--- config.mk ---
export PLATFORM = sky130hd
export DESIGN_NAME = rgp_top
export DESIGN_NICKNAME = d
export VERILOG_FILES = /design/src/rgp_pkg.sv /design/src/rgp_pin_ctrl.sv /design/src/rgp_top.sv
export SDC_FILE = /design/constraint.sdc
export NUM_CORES = 1
export LEC_CHECK = 0
export BUFFER_PORTS_ARGS = -buffer_cell sky130_fd_sc_hd__buf_2
export CAP_MARGIN = 0
export CORE_UTILIZATION = 53
export CTS_CLUSTER_SIZE = 28
export DETAILED_ROUTE_END_ITERATION = 12
export GPL_ROUTABILITY_DRIVEN = 1
export PLACE_DENSITY_LB_ADDON = 0.25
export SYNTH_ARGS = -nofsm -noshare
export SYNTH_HDL_FRONTEND = slang
export SYNTH_HIERARCHICAL = 1
export SYNTH_SLANG_ARGS = --single-unit
--- constraint.sdc ---
create_clock -name clock_i -period 1.7 [get_ports clock_i]
set_input_delay 0.425 -clock clock_i [delete_from_list [all_inputs] [get_ports clock_i]]
set_output_delay 0.425 -clock clock_i [all_outputs]
set_load 0.01 [all_outputs]
--- src/rgp_pkg.sv ---
// Behaviour
// - with the secondary-port select set, the pin 1/2 and pin 3 registers read and write the secondary pin set.
// - a pin drives its local output value only when GPIO is enabled, direction is output and remote control is off.
// - with remote control set, the pin is forced to output and driven with the value received over the link.
// - with remote control clear, the remote value is ignored and local configuration is followed.
// - the direction and enable bits form a code: 00 functional output, 10 tri-state, 01 GPIO output, 11 GPIO input.
// - the pin 1/2 register sits at 0x1E, is read/write and resets to zero.
// - the pin 3 register sits at 0x1F, resets to zero, and its upper four bits are reserved.
// - the pin 5/6 register sits at 0x20 and resets to zero.
package rgp_pkg;
	localparam int ADDR_W = 8;
	localparam int DATA_W = 8;
	localparam logic [7:0] OFS_PINS_ONE_TWO = 8'h1E;
	localparam logic [7:0] OFS_PIN_THREE = 8'h1F;
	localparam logic [7:0] OFS_PINS_FIVE_SIX = 8'h20;
	localparam logic [7:0] OFS_PORT_SELECT = 8'h30;
	localparam logic [7:0] RST_CONFIG = 8'h00;
	localparam int BIT_VALUE = 3;
	localparam int BIT_REMOTE = 2;
	localparam int BIT_DIR = 1;
	localparam int BIT_EN = 0;
	localparam int SYNC_STAGES = 2;
	typedef enum logic [1:0] {
		RGP_MODE_FUNC = 2'b00,
		RGP_MODE_GPIO_OUT = 2'b01,
		RGP_MODE_TRISTATE = 2'b10,
		RGP_MODE_GPIO_IN = 2'b11
	} rgp_mode_t;
endpackage : rgp_pkg

--- src/rgp_pin_ctrl.sv ---
`timescale 1ns/1ns
`default_nettype none
module rgp_pin_ctrl
	import rgp_pkg::*;
(
	// clock and reset
	input wire logic clock_i,
	input wire logic resetn_i,
	// configuration nibble
	input wire logic [3:0] cfg_i,
	// remote value, already on this clock
	input wire logic remote_value_i,
	// functional output from the core
	input wire logic func_value_i,
	// pad
	input wire logic pad_i,
	output logic pad_o,
	output logic pad_oe_o,
	output logic pad_level_o
);
	rgp_mode_t mode;
	logic [SYNC_STAGES-1:0] sync;
	logic [SYNC_STAGES-1:0] next_sync;
	logic next_pad_o;
	logic next_pad_oe_o;

	// ************************
	// pad control
	// ************************
	always_comb begin
		mode = rgp_mode_t'({cfg_i[BIT_DIR], cfg_i[BIT_EN]});
		next_sync = {sync[SYNC_STAGES-2:0], pad_i};
		next_pad_o = 1'b0;
		next_pad_oe_o = 1'b0;
		if (cfg_i[BIT_REMOTE]) begin
			next_pad_oe_o = 1'b1;
			next_pad_o = remote_value_i;
		end else begin
			// remote value unused here
			case (mode)
				RGP_MODE_FUNC: begin
					next_pad_oe_o = 1'b1;
					next_pad_o = func_value_i;
				end
				RGP_MODE_GPIO_OUT: begin
					next_pad_oe_o = 1'b1;
					next_pad_o = cfg_i[BIT_VALUE];
				end
				RGP_MODE_TRISTATE: next_pad_oe_o = 1'b0;
				RGP_MODE_GPIO_IN: next_pad_oe_o = 1'b0;
				default: next_pad_oe_o = 1'b0;
			endcase
		end
	end

	always_ff @(posedge clock_i or negedge resetn_i) begin
		if (!resetn_i) begin
			sync <= '0;
			pad_o <= 1'b0;
			pad_oe_o <= 1'b0;
		end else begin
			sync <= next_sync;
			pad_o <= next_pad_o;
			pad_oe_o <= next_pad_oe_o;
		end
	end

	assign pad_level_o = sync[SYNC_STAGES-1];
endmodule : rgp_pin_ctrl
`default_nettype wire

--- src/rgp_top.sv ---
`timescale 1ns/1ns
`default_nettype none
module rgp_top
	import rgp_pkg::*;
#(
	parameter int NPINS = 5
) (
	// clock and reset
	input wire logic clock_i,
	input wire logic resetn_i,
	// register port
	input wire logic [rgp_pkg::ADDR_W-1:0] addr_i,
	input wire logic [rgp_pkg::DATA_W-1:0] wdata_i,
	input wire logic write_i,
	input wire logic read_i,
	output logic [rgp_pkg::DATA_W-1:0] rdata_o,
	// remote values from the link, order: pin 1,2,3,5,6
	input wire logic [NPINS-1:0] remote_value_i,
	// core functional outputs, same order
	input wire logic [NPINS-1:0] func_value_i,
	// primary pads, order: pin 1,2,3,5,6
	input wire logic [NPINS-1:0] pad_i,
	output logic [NPINS-1:0] pad_o,
	output logic [NPINS-1:0] pad_oe_o,
	// secondary-port pads: pin 1,2,3
	input wire logic [2:0] sec_pad_i,
	output logic [2:0] sec_pad_o,
	output logic [2:0] sec_pad_oe_o,
	// synchronised pad levels
	output logic [NPINS-1:0] pad_level_o,
	output logic [2:0] sec_pad_level_o
);
	import rgp_pkg::*;

	logic [7:0] pri_one_two, pri_three, sec_one_two, sec_three, five_six;
	logic secondary_port_select;
	logic [7:0] next_pri_one_two, next_pri_three, next_sec_one_two, next_sec_three, next_five_six;
	logic next_secondary_port_select;
	logic [7:0] next_rdata;
	logic [NPINS*4-1:0] pri_cfg;
	logic [11:0] sec_cfg;
	logic [NPINS-1:0] pri_level;
	logic [2:0] sec_level;

	// ************************
	// register file
	// ************************
	function automatic logic [7:0] low_nibble(input logic [7:0] v);
		return {4'h0, v[3:0]};
	endfunction : low_nibble

	always_comb begin
		next_pri_one_two = pri_one_two;
		next_pri_three = pri_three;
		next_sec_one_two = sec_one_two;
		next_sec_three = sec_three;
		next_five_six = five_six;
		next_secondary_port_select = secondary_port_select;
		next_rdata = 8'h00;
		if (write_i) begin
			case (addr_i)
				OFS_PINS_ONE_TWO: begin
					if (secondary_port_select) next_sec_one_two = wdata_i;
					else next_pri_one_two = wdata_i;
				end
				OFS_PIN_THREE: begin
					if (secondary_port_select) next_sec_three = low_nibble(wdata_i);
					else next_pri_three = low_nibble(wdata_i);
				end
				OFS_PINS_FIVE_SIX: next_five_six = wdata_i;
				OFS_PORT_SELECT: next_secondary_port_select = wdata_i[0];
				default: next_rdata = 8'h00;
			endcase
		end
		if (read_i) begin
			case (addr_i)
				OFS_PINS_ONE_TWO: next_rdata = secondary_port_select ? sec_one_two : pri_one_two;
				OFS_PIN_THREE: next_rdata = secondary_port_select ? sec_three : pri_three;
				OFS_PINS_FIVE_SIX: next_rdata = five_six;
				OFS_PORT_SELECT: next_rdata = {7'h00, secondary_port_select};
				default: next_rdata = 8'h00;
			endcase
		end
	end

	always_ff @(posedge clock_i or negedge resetn_i) begin
		if (!resetn_i) begin
			pri_one_two <= RST_CONFIG;
			pri_three <= RST_CONFIG;
			sec_one_two <= RST_CONFIG;
			sec_three <= RST_CONFIG;
			five_six <= RST_CONFIG;
			secondary_port_select <= 1'b0;
			rdata_o <= 8'h00;
		end else begin
			pri_one_two <= next_pri_one_two;
			pri_three <= next_pri_three;
			sec_one_two <= next_sec_one_two;
			sec_three <= next_sec_three;
			five_six <= next_five_six;
			secondary_port_select <= next_secondary_port_select;
			rdata_o <= next_rdata;
		end
	end

	// ************************
	// pin nibbles
	// ************************
	// higher pin in upper nibble
	assign pri_cfg = {five_six[7:4], five_six[3:0], pri_three[3:0], pri_one_two[7:4], pri_one_two[3:0]};
	assign sec_cfg = {sec_three[3:0], sec_one_two[7:4], sec_one_two[3:0]};

	// ************************
	// pad instances
	// ************************
	// remote values feed both pin sets; the link addresses pins by number
	for (genvar i = 0; i < NPINS; i++) begin : g_pri
		rgp_pin_ctrl u_pin (
			.clock_i(clock_i),
			.resetn_i(resetn_i),
			.cfg_i(pri_cfg[i*4 +: 4]),
			.remote_value_i(remote_value_i[i]),
			.func_value_i(func_value_i[i]),
			.pad_i(pad_i[i]),
			.pad_o(pad_o[i]),
			.pad_oe_o(pad_oe_o[i]),
			.pad_level_o(pri_level[i])
		);
	end
	for (genvar j = 0; j < 3; j++) begin : g_sec
		rgp_pin_ctrl u_pin (
			.clock_i(clock_i),
			.resetn_i(resetn_i),
			.cfg_i(sec_cfg[j*4 +: 4]),
			.remote_value_i(remote_value_i[j]),
			.func_value_i(func_value_i[j]),
			.pad_i(sec_pad_i[j]),
			.pad_o(sec_pad_o[j]),
			.pad_oe_o(sec_pad_oe_o[j]),
			.pad_level_o(sec_level[j])
		);
	end

	assign pad_level_o = pri_level;
	assign sec_pad_level_o = sec_level;
endmodule : rgp_top
`default_nettype wire

Word level (Yosys, flattened, before mapping). Cells that the tools add are included.

Eq/ne operators: 28. Mux-type cells: 36. Bitwise operators: 1. Reduce and logical (&&, ||, !) cells: 30.

Operators by type and width (count): 2-bit == test, second input constant (16); 1-bit one-hot mux with 2 select lines (16); 8-bit one-hot mux with 4 select lines (1); 2-bit OR reduction (16); 2-bit by 1-bit == test with 1-bit output, second input constant (8); 8-bit by 5-bit == test with 1-bit output, second input constant (2); 8-bit by 6-bit == test with 1-bit output, second input constant (2); 2-bit zero test (8); 1-bit two-way mux (16); 8-bit two-way mux (2); 3-bit AND reduction (4); 4-bit two-way mux (1); 2-bit AND reduction (2); 1-bit inverter (1).

Bits in registers: 73. Input bits: 38. Output and inout port bits: 32. Word-level logic and storage cells: 126.

Depth between registers and ports, before layout. Gate-level depths: netlist (run 1).

Word-level depth: 4. Depth in mapped cells: 5. Mapped depth without buffers: 3.

By module. The synthesis (run 1) kept the hierarchy.

Modules (own cells, without submodules): rgp_top (times used 1, cells each 134, area each 1971.9 µm², seq. area each 1026.0 µm²); rgp_pin_ctrl (times used 8, cells each 8, area each 132.6 µm², seq. area each 100.1 µm²).

Least setup slack after synthesis (run 1). Ideal clock, no wire load.

Path type: input-to-reg. From: in addr_i[6] (netlist name). To: reg rdata_o[7] (netlist name). Arrival time: 1.394 ns. Path slack: 0.202 ns. Stages: 3. Cell sequence: nand4bb_4 > or4_1 > a221oi_1.

Longest elaborated chain between the ends: 3. Elaborated cells on any way between the ends: 6. Classes of those cells: 4 x eq/ne; 2 x mux.

RTL lines: from (decl) (line rgp_top.sv:12) `input wire logic [rgp_pkg::ADDR_W-1:0] addr_i,`; 8-bit by 6-bit == test with 1-bit output or 8-bit by 5-bit == test with 1-bit output (tied branches) (line rgp_top.sv:76) `case (addr_i)`; 8-bit one-hot mux with 4 select lines * (line rgp_top.sv:76); 8-bit two-way mux * (line rgp_top.sv:75) `if (read_i) begin`; net next_rdata[7] (line rgp_top.sv:39) `logic [7:0] next_rdata;`; to (signal assigned) (line rgp_top.sv:102) `rdata_o <= next_rdata;`; to (decl) (line rgp_top.sv:16) `output logic [rgp_pkg::DATA_W-1:0] rdata_o,`.

Mark *: on every way through the listed nets, which the timed path passes. The rest lies on a longest branch. A chain may end at the register's enable or synchronous reset.

Final worst setup path (run 1).
From: reg secondary_port_select. To: reg rdata_o[5] (netlist name).

Longest elaborated chain between the ends: 3.

RTL lines: from (decl) (line rgp_top.sv:36) `logic secondary_port_select;`; from (signal assigned) (line rgp_top.sv:101) `secondary_port_select <= next_secondary_port_select;`; 8-bit two-way mux (line rgp_top.sv:77) `OFS_PINS_ONE_TWO: next_rdata = secondary_port_select ? sec_one_two : pri_one_two;`; 8-bit one-hot mux with 4 select lines (line rgp_top.sv:76); 8-bit two-way mux (line rgp_top.sv:75); net next_rdata[5] (line rgp_top.sv:39).

The timed path passes the listed nets, and every way through them passes these cells.

==> flow_metrics.tcl, run 1 <==
set metrics [dict create \
    status "completed" \
    yosys_top_cell_by_area "sky130_fd_sc_hd__dfrtp_1" \
    ant_nets 0 \
    ios 70 \
    worstPathMaxFanout 6 \
    critPathMaxStageDelay_ns 0.43 \
    post-route-min-period_ns 1.56 \
    antenna_cells_inserted 0 \
    max_clock_freq_mhz 640 \
    num-nets-final 320 \
    tightestPinTransition_ns 0.360 \
    timing.critical_path.cells "buf_4 -> mux2i_1 -> or4_1 -> a221oi_1" \
    die_area_um2 6030 \
    antenna_found_initial 0 \
    layout.cells.non_filler 359 \
    cts.htree.levels 3 \
    clk_root_buf "sky130_fd_sc_hd__clkbuf_8" \
    global_route.overflow_total 0 \
    total_cts_buffers 9 \
    crit_path_start_kind "flop" \
    post-synth-top-area-fraction 0.602 \
    global_route.peak_usage_layer "met2" \
    standard_cell_core_area_um2 5510 \
    fp-row-count 27 \
    fin_skew_ns 0.00734 \
    detailed_place_hpwl_um 4120 \
    detail_route.first_pass.iterations 4 \
    worst_ir_drop_vdd_mv 0.440 \
    worst-path-buf-inv 1 \
    numClockSinks 73 \
    worstReg2RegStart "secondary_port_select" \
    syn_inst 198 \
    place.port_buffers 69 \
    gp_routability_congestion 0.750 \
    grt_first_pass_wirelength_um 9670 \
    num_vias 1911 \
    unrepaired_setup_endpoints_after_global_routing "no" \
    clk_latency_ns 0.35 \
    final_hold_viol_count 0 \
    globalRouteMet1Util 0.289 \
    synth_fp_nets 236 \
    max_cap_violations 0 \
    ys.flop_type "sky130_fd_sc_hd__dfrtp_1" \
    ys_seq_area_frac 0.602 \
    clockBufferDepth 2 \
    detail_route.vias_per_cell 5.32 \
    share_of_synthesized_registers_carrying_an_async_set_or_reset 1.00 \
    cts_tree "built" \
    met3_usage 0.0706 \
    synth_enable_flop_cells 0 \
    ctsHoldBuffers 0 \
    p_per_area_nw_per_um2 896 \
    crit_start "secondary_port_select" \
    grt_util_met2 0.327 \
    yosys_warnings 6 \
    slew-limit-headroom 0.760 \
    cts_setup_buffers 0 \
    chipHeight_um 77.6 \
    starting_utilization_of_the_core_area 0.551 \
    critical-path-top-delay-family "simple AND/OR/NAND/NOR gates" \
    ctsResizeCount 0 \
    library_cells_used_by_synthesis 34 \
    number_of_global_route_vias_before_repair 1988 \
    worstSetupEndpointType "flop" \
    cts.reportedPaths.clkPinSlew_ns 0.07 \
    p_leak_nw 1.73 \
    detail_route.wl_per_cell_um 15.6 \
    timing.critical_path.slowest_stage_cell "sky130_fd_sc_hd__or4_1" \
    synth.ff_latch_count 73 \
    dp_cells 343 \
    postLayoutCoreUtil 0.673 \
    grt_max_degree 74 \
    die_x_um 77.6 \
    grt_util_all_layers 0.217 \
    synth_area_um2 3030 \
    path_class "reg -> reg" \
    drcViolationCount 0 \
    worst_ep_required_time_ns 1.93 \
    synthToLayoutAreaGrowth_pct 22.2 \
    post_synth.cell_area_avg_um2 15.3 \
    netlist_top_cells_area "sky130_fd_sc_hd__dfrtp_1 60%, sky130_fd_sc_hd__mux2_2 13%, sky130_fd_sc_hd__mux2i_1 4.0%" \
    drt_first_iter_violations 63 \
    fin_crit_sh 0.919 \
    final.setup.tns_ns 0 \
    final-max-slew-violation-count 0 \
    finalSetupViolations 0 \
    post_route_cells_drive_above_1_share 0.530 \
    routed_wirelength_um 5620 \
    min_path_type "in -> async" \
    crit_arrival_ns 1.79 \
]
[layer usage]
metal / routed length (µm) / vias up / share of wire
li1: - / 914 / -
met1: 2570 / 930 / 0.46
met2: 2650 / 54 / 0.47
met3: 271 / 13 / 0.048
met4: 127 / 0 / 0.023
met5: 0 / - / 0
[stage by stage]
step                total power, mW  hold slack [ns]  worst slack [ns]  area (µm²)
detailed placement             2.15            0.335           -0.0615        3530
floorplan                      1.99            0.129             0.202        3030
global placement               2.15            0.331           -0.0163        3530
finish                         3.32           0.0913             0.137        3710
global route                   3.47            0.111            0.0282        3710
CTS                            3.35            0.103             0.144        3710
[worst paths after layout]
| kind | cells past startpoint | slack, ns | end |
|---|---|---|---|
| worst max-delay path | 4 | 0.14 | rdata_o[5] |
| max in group asynchronous | 2 | 1.33 | pri_three[0] |
| worst min register to register | 0 | 0.35 | g_pri[4].u_pin/sync[1] |
| worst min-delay path | 2 | 0.09 | g_pri[2].u_pin/sync[1] |
| worst max register to register | 4 | 0.14 | rdata_o[5] |
| min in group clock_i | 1 | 0.18 | g_pri[1].u_pin/sync[0] |
[registers in the layout, indices dropped and copies added (netlist names)]
signal and flops:
five_six 8, g_pri.u_pin/pad_o 5, g_pri.u_pin/pad_oe_o 5, g_pri.u_pin/sync 10, g_sec.u_pin/pad_o 3, g_sec.u_pin/pad_oe_o 3, g_sec.u_pin/sync 6, pri_one_two 8
pri_three 4, rdata_o 8, sec_one_two 8, sec_three 4, secondary_port_select 1
[cell usage after synthesis, types with 2 or more instances]
master	count
sky130_fd_sc_hd__mux2_2	34
sky130_fd_sc_hd__nand3b_1	2
sky130_fd_sc_hd__a221oi_1	7
sky130_fd_sc_hd__mux4_2	4
sky130_fd_sc_hd__mux2i_1	12
sky130_fd_sc_hd__o31ai_2	8
sky130_fd_sc_hd__nand4b_1	7
sky130_fd_sc_hd__buf_2	3
sky130_fd_sc_hd__or4_1	4
sky130_fd_sc_hd__nand2_1	9
sky130_fd_sc_hd__nand2b_1	8
sky130_fd_sc_hd__nand3_1	6
sky130_fd_sc_hd__dfrtp_1	73
[cell families (layout without fill, tap and decap cells)]
family,after synthesis,in the layout,synth area share
multiplexers,50,50,0.196
AO/OA/AOI/OAI,16,16,0.0549
flip-flops,73,73,0.602
buffers and inverters,9,98,0.0202
AND/OR/NAND/NOR,50,50,0.127
[cells in the final DEF, fill, tap and decap left out, drive strengths merged, types with 2 or more instances in the layout]
cell type and instances:
buf 81, dfrtp 73, mux2 34, mux2i 12, clkbuf 10, nand2 10, nand2b 8, o31ai 8
nand4b 8, a221oi 7, nand3 6, or4 4, mux4 4, clkinvlp 4, nand3b 3, nor3 3
nand4 2, clkinv 2
[report_power, final]
part | internal (mW) | switching (mW)
clock network | 0.567 | 0.639
registers | 1.80 | 0.0361
logic | 0.133 | 0.145
[cell type report]
class                      count  area, µm²
clock buffer                  10        138
clock inverter                 6       43.8
fill                         408       1800
inverter                       1       3.75
multi-input combinational    116       1140
sequential                    73       1830
tap                           72       90.1
timing repair buffer          81        460
[worst reg2reg max path, cell delays in order, from the launching register on]
cell and delay (ns):
sky130_fd_sc_hd__dfrtp_1 0.40, sky130_fd_sc_hd__buf_4 0.17, sky130_fd_sc_hd__mux2i_1 0.13, sky130_fd_sc_hd__or4_1 0.43, sky130_fd_sc_hd__a221oi_1 0.32
Power figures use the tool's default switching activity.
==> run 2: changes to the inputs <==
--- a/config.mk
+++ b/config.mk
@@ -7,10 +7,11 @@
 export LEC_CHECK = 0
 export BUFFER_PORTS_ARGS = -buffer_cell sky130_fd_sc_hd__buf_2
 export CAP_MARGIN = 0
-export CORE_UTILIZATION = 53
+export CORE_UTILIZATION = 48
 export CTS_CLUSTER_SIZE = 28
 export DETAILED_ROUTE_END_ITERATION = 12
 export GPL_ROUTABILITY_DRIVEN = 1
+export MAX_ROUTING_LAYER = met4
 export PLACE_DENSITY_LB_ADDON = 0.25
 export SYNTH_ARGS = -nofsm -noshare
 export SYNTH_HDL_FRONTEND = slang
==> constraint.sdc (replaced) <==
create_clock -name clock_i -period 1.3 [get_ports clock_i]
set_input_delay 0.325 -clock clock_i [delete_from_list [all_inputs] [get_ports clock_i]]
set_output_delay 0.325 -clock clock_i [all_outputs]
set_load 0.01 [all_outputs]
==> run 2 against run 1 <==
Effect of this change:
- power is 37% higher
- critical path depth is the same
- sequential cell count stayed put
- routed wire length increased by 12%
- design area increased by 8.7%
- the run now ends with setup timing left
- worst hold slack got worse by 0.080 ns
- global-route usage grew 0.63 points
- die area rose by 10%
- register-to-register slack worse by 0.33 ns
- cell count increased by 6.4%
- clock skew shrank 0.0010 ns
- worst setup slack got worse by 0.33 ns
==> flow_metrics.tcl, run 2 (synthesis results as in run 1) <==
set metrics [dict create \
    preCtsSetupSlack_ns -0.316 \
    total_cts_buffers 9 \
    met3_usage 0.0667 \
    drcViolationCount 0 \
    post-route-min-period_ns 1.49 \
    status "complete, but fails checks" \
    synthToLayoutAreaGrowth_pct 32.8 \
    path_class "reg -> reg" \
    detailed_place_hpwl_um 4490 \
    fin_crit_sh 1.14 \
    drt_first_iter_violations 45 \
    clockBufferDepth 2 \
    max_cap_violations 0 \
    cts.htree.levels 3 \
    worstSetupEndpointType "flop" \
    crit_arrival_ns 1.73 \
    fp-row-count 28 \
    numClockSinks 73 \
    antenna_found_initial 0 \
    worst_ep_required_time_ns 1.54 \
    final_hold_viol_count 0 \
    worst_ir_drop_vdd_mv 0.877 \
    gp_routability_congestion 0.767 \
    detail_route.vias_per_cell 5.34 \
    cts.reportedPaths.clkPinSlew_ns 0.07 \
    p_leak_nw 1.91 \
    worstPathMaxFanout 5 \
    ios 70 \
    layout_common_cells "72 x sky130_fd_sc_hd__dfrtp_1, 69 x sky130_fd_sc_hd__buf_2, 28 x sky130_fd_sc_hd__buf_4" \
    global_route.peak_usage_layer "met2" \
    ctsHoldBuffers 0 \
    final-max-slew-violation-count 0 \
    grt_max_degree 74 \
    final_common_cell "sky130_fd_sc_hd__dfrtp_1" \
    detail_route.first_pass.iterations 4 \
    num_vias 2038 \
    holdWs_ns 0.0112 \
    standard_cell_core_area_um2 5990 \
    place.port_buffers 69 \
    max_clock_freq_mhz 672 \
    number_of_global_route_vias_before_repair 2109 \
    tightestPinTransition_ns 0.368 \
    num-nets-final 341 \
    starting_utilization_of_the_core_area 0.506 \
    largest-register "g_pri.u_pin/sync" \
    clk_root_buf "sky130_fd_sc_hd__clkbuf_8" \
    max_reg_flops 10 \
    chipHeight_um 81.5 \
    ant_nets 0 \
    slew-limit-headroom 0.755 \
    failing_checks "setup timing" \
    crit_path_start_kind "flop" \
    detail_route.wl_per_cell_um 16.5 \
    die_area_um2 6640 \
    final.fill_count 439 \
    finalSetupViolations 25 \
    min_path_type "in -> async" \
    layout.cells.non_filler 382 \
    dp_cells 366 \
    globalRouteMet1Util 0.273 \
    grt_util_all_layers 0.223 \
    global_route.overflow_total 0 \
    antenna_cells_inserted 0 \
    unrepaired_setup_endpoints_after_global_routing "yes" \
    worst_slack_ns -0.188 \
    grt_first_pass_wirelength_um 10300 \
    die_x_um 81.5 \
    grt_util_met2 0.350 \
    clk_latency_ns 0.34 \
    placedInstanceArea_um2 3740 \
    finalInstanceArea_um2 4030 \
    cts_tree "built" \
    post_route_cells_drive_above_1_share 0.593 \
    fin_skew_ns 0.00634 \
    p_per_area_nw_per_um2 1130 \
    routed_wirelength_um 6310 \
]
run 2: worst paths after layout:
check                                             from                endpoint  slack, ns  cells past startpoint
worst max-delay path             secondary_port_select              rdata_o[6]      -0.19                      4
worst min-delay path                          resetn_i  g_pri[2].u_pin/sync[1]       0.01                      2
worst max register to register   secondary_port_select              rdata_o[6]      -0.19                      4
worst min register to register  g_pri[4].u_pin/sync[0]  g_pri[4].u_pin/sync[1]       0.35                      0
max in group asynchronous                     resetn_i   secondary_port_select       0.99                      2
min in group clock_i                          pad_i[1]  g_pri[1].u_pin/sync[0]       0.09                      1
run 2: through the flow:
stage / setup TNS, ns / util / total power, mW
3_3_place_gp: -8.97 / 0.624 / 2.84
4_1_cts: -3.50 / 0.673 / 4.60
5_1_grt: -3.96 / 0.673 / 4.76
2_1_floorplan: -2.49 / - / 2.61
6_report: -2.50 / 0.673 / 4.54
3_5_place_dp: -9.53 / 0.624 / 2.85
run 2: final cells by class:
class                   instances  area, µm²  share of cell area
clock inverters                 5       56.3              0.0140
well taps                      75       93.8              0.0233
clock buffers                  10        138              0.0342
multi-input cells             116       1280               0.318
flip-flops and latches         73       1830               0.454
repair buffers                102        629               0.156
inverters                       1       3.75            0.000932
run 2: power breakdown:
group	internal (mW)	switching, mW
logic	0.205	0.216
registers	2.35	0.0421
clock network	0.924	0.804
run 2: repair_timing:
item | 4_1_cts | 5_1_grt
gates resized for setup | 21 | 0
setup endpoints to repair | 32 | 32
setup buffers | 1 | 0
pin swaps | 6 | 5
hold endpoints to repair | 0 | 0
cloned | 0 | 0
run 2: worst max-delay path: stages (launching register included):
cell and delay [ns]:
sky130_fd_sc_hd__dfrtp_2 0.45, sky130_fd_sc_hd__buf_6 0.14, sky130_fd_sc_hd__mux2i_1 0.12, sky130_fd_sc_hd__or4_1 0.43
sky130_fd_sc_hd__a221oi_2 0.25
run 2: per-layer routing:
metal | vias up | part of all wire
met5 | - | 0
met4 | 0 | 0.013
met3 | 11 | 0.040
met2 | 47 | 0.50
met1 | 1028 | 0.45
li1 | 952 | -
==> run 3: changes to the inputs <==
--- a/config.mk
+++ b/config.mk
@@ -5,6 +5,7 @@
 export SDC_FILE = /design/constraint.sdc
 export NUM_CORES = 1
 export LEC_CHECK = 0
+export ABC_AREA = 1
 export BUFFER_PORTS_ARGS = -buffer_cell sky130_fd_sc_hd__buf_2
 export CAP_MARGIN = 0
 export CORE_UTILIZATION = 48
==> run 3 against run 2 <==
Effect of this change:
- the flow now finishes without violations
- routed wire length is 3.2% higher
- global-route usage is 0.50 points lower
- power is 1.3% higher
- non-clock buffer count is 10 lower
- synthesized cell count is 88% higher
- largest power group unchanged
==> flow_metrics.tcl, run 3 <==
set metrics [dict create \
    status "completed" \
    grt_util_all_layers 0.218 \
    netlist_top_cells_area "sky130_fd_sc_hd__dfrtp_1 58%, sky130_fd_sc_hd__nand2_1 17%, sky130_fd_sc_hd__inv_1 6.6%" \
    grt_max_degree 34 \
    detailed_place_hpwl_um 4940 \
    max_cap_violations 0 \
    antenna_cells_inserted 0 \
    min_path_type "in -> reg" \
    detail_route.vias_per_cell 4.64 \
    numClockSinks 73 \
    synth_area_um2 3150 \
    post_route_cells_drive_above_1_share 0.262 \
    num-nets-final 507 \
    yosys_warnings 6 \
    clk_latency_ns 0.35 \
    post_synth.cell_area_avg_um2 8.46 \
    crit_path_start_kind "flop" \
    worstSetupEndpointType "flop" \
    clockBufferDepth 2 \
    worstPathMaxFanout 8 \
    place.port_buffers 69 \
    detail_route.wl_per_cell_um 11.8 \
    max_reg_flops 10 \
    ant_nets 0 \
    post-synth-top-area-fraction 0.581 \
    ys.flop_type "sky130_fd_sc_hd__dfrtp_1" \
    grt_first_pass_wirelength_um 11400 \
    drt_first_iter_violations 115 \
    crit_arrival_ns 1.46 \
    p_leak_nw 2.10 \
    synth.ff_latch_count 73 \
    chipHeight_um 83.0 \
    final_hold_viol_count 0 \
    cts.reportedPaths.clkPinSlew_ns 0.08 \
    synthToLayoutAreaGrowth_pct 25.8 \
    fin_crit_sh 0.940 \
    final_common_cell "sky130_fd_sc_hd__nand2_1" \
    routed_wirelength_um 6510 \
    path_class "reg -> reg" \
    starting_utilization_of_the_core_area 0.495 \
    timing.reg2reg.setup_slack_ns 0.08 \
    final-max-slew-violation-count 0 \
    global_route.overflow_total 0 \
    synth_most_common_cell "sky130_fd_sc_hd__nand2_1" \
    netlist_top_cells_count "140 x sky130_fd_sc_hd__nand2_1, 73 x sky130_fd_sc_hd__dfrtp_1, 55 x sky130_fd_sc_hd__inv_1" \
    slew-limit-headroom 0.766 \
    layout_common_cells "139 x sky130_fd_sc_hd__nand2_1, 72 x sky130_fd_sc_hd__dfrtp_1, 69 x sky130_fd_sc_hd__buf_2" \
    finalInstanceArea_um2 3960 \
    gp_routability_congestion 0.803 \
    die_area_um2 6880 \
    ys_seq_area_frac 0.581 \
    syn_inst 372 \
    synth_enable_flop_cells 0 \
    synth_fp_nets 410 \
    share_of_synthesized_registers_carrying_an_async_set_or_reset 1.00 \
    largest-register "g_pri.u_pin/sync" \
    detail_route.first_pass.iterations 4 \
    p_per_area_nw_per_um2 1160 \
    final.fill_count 544 \
    unrepaired_setup_endpoints_after_global_routing "yes" \
    ios 70 \
    die_x_um 83.0 \
    placedInstanceArea_um2 3720 \
    antenna_found_initial 0 \
    tightestPinTransition_ns 0.351 \
    totalPowerFinal_mw 4.60 \
    fp-row-count 29 \
    worst_ir_drop_vdd_mv 1.07 \
    clk_root_buf "sky130_fd_sc_hd__clkbuf_8" \
    library_cells_used_by_synthesis 16 \
    finalSetupViolations 0 \
    cts.htree.levels 3 \
    drcViolationCount 0 \
    max_clock_freq_mhz 818 \
    num_vias 2558 \
    cts_tree "built" \
    standard_cell_core_area_um2 6350 \
    worst_ep_required_time_ns 1.54 \
    post-route-min-period_ns 1.22 \
    total_cts_buffers 9 \
    number_of_global_route_vias_before_repair 2469 \
    fin_skew_ns 0.00606 \
    yosys_top_cell_by_area "sky130_fd_sc_hd__dfrtp_1" \
]
[run 3: cell types whose count changed after synthesis, sizes merged, moves of 9 or more]
cell and delta:
mux2i -12, mux2 -34, o21a +9, o21ai +25, inv +55, nand3 +17
nand2 +132, nor2 +35
[run 3: what timing repair did]
item | 4_1_cts | 5_1_grt
buffers inserted | 0 | 3
hold endpoints to repair | 12 | 0
setup endpoints to repair | 0 | 13
gates resized for setup | 0 | 3
hold buffers | 1 | 0
[run 3: path summary, 6_finish.rpt]
kind | from | endpoint | cells past startpoint
setup reg to reg | secondary_port_select | rdata_o[0] | 8
hold reg to reg | g_pri[2].u_pin/sync[0] | g_pri[2].u_pin/sync[1] | 0
min in group asynchronous | resetn_i | g_sec[1].u_pin/sync[1] | 2
setup / recovery | secondary_port_select | rdata_o[0] | 8
max in group asynchronous | resetn_i | g_pri[0].u_pin/pad_oe_o | 3
hold / removal | pad_i[1] | g_pri[1].u_pin/sync[0] | 1
[run 3: area by class of cell]
class	count	area [µm²]	share of cell area
multi-input cells	237	1060	0.268
flip-flops and latches	73	1830	0.462
well taps	77	96.3	0.0243
clock buffers	9	124	0.0313
repair buffers	92	558	0.141
clock inverters	7	77.6	0.0196
inverters	56	213	0.0537
[run 3: cell families after synthesis]
| group | after synthesis | share of synthesized area |
|---|---|---|
| compound gates | 36 | 0.0692 |
| buf+inv | 62 | 0.0827 |
| flops | 73 | 0.581 |
| simple gates | 201 | 0.267 |
[run 3: where the power goes]
group / leakage [nW] / total [mW] / internal [mW] / switching, mW
Clock: 0.101 / 1.80 / 0.905 / 0.898
Combinational: 1.11 / 0.390 / 0.159 / 0.231
Sequential: 0.884 / 2.41 / 2.36 / 0.0512
Total: 2.10 / 4.60 / 3.42 / 1.18
[run 3: per-stage QoR]
| stage | worst slack [ns] | setup TNS (ns) | instances | hold WS (ns) | utilization |
|---|---|---|---|---|---|
| floorplan | 0.0868 | 0 | 372 | 0.0294 | - |
| global placement | -0.0809 | -1.00 | 531 | 0.242 | 0.586 |
| detailed placement | -0.161 | -2.04 | 531 | 0.247 | 0.586 |
| CTS | 0.0114 | 0 | 548 | 0.0543 | 0.619 |
| global route | -0.00428 | -0.00428 | 551 | 0.0510 | 0.623 |
| finish | 0.0781 | 0 | 551 | 0.0709 | 0.623 |
[run 3: critical path: stages (launching register included)]
cell	delay [ns]
sky130_fd_sc_hd__dfrtp_2	0.42
sky130_fd_sc_hd__inv_2	0.05
sky130_fd_sc_hd__buf_4	0.16
sky130_fd_sc_hd__nand2_1	0.06
sky130_fd_sc_hd__nand2_1	0.05
sky130_fd_sc_hd__nand3_1	0.07
sky130_fd_sc_hd__nand2_1	0.07
sky130_fd_sc_hd__nor2_1	0.16
sky130_fd_sc_hd__nor2_1	0.06
[run 3: per-layer routing]
layer  up-vias  GRT usage  part of all wire
li1       1323          -                 -
met1      1155      0.283              0.45
met2        67      0.329              0.48
met3        13     0.0427             0.044
met4         0      0.110             0.020
met5         -          -                 0
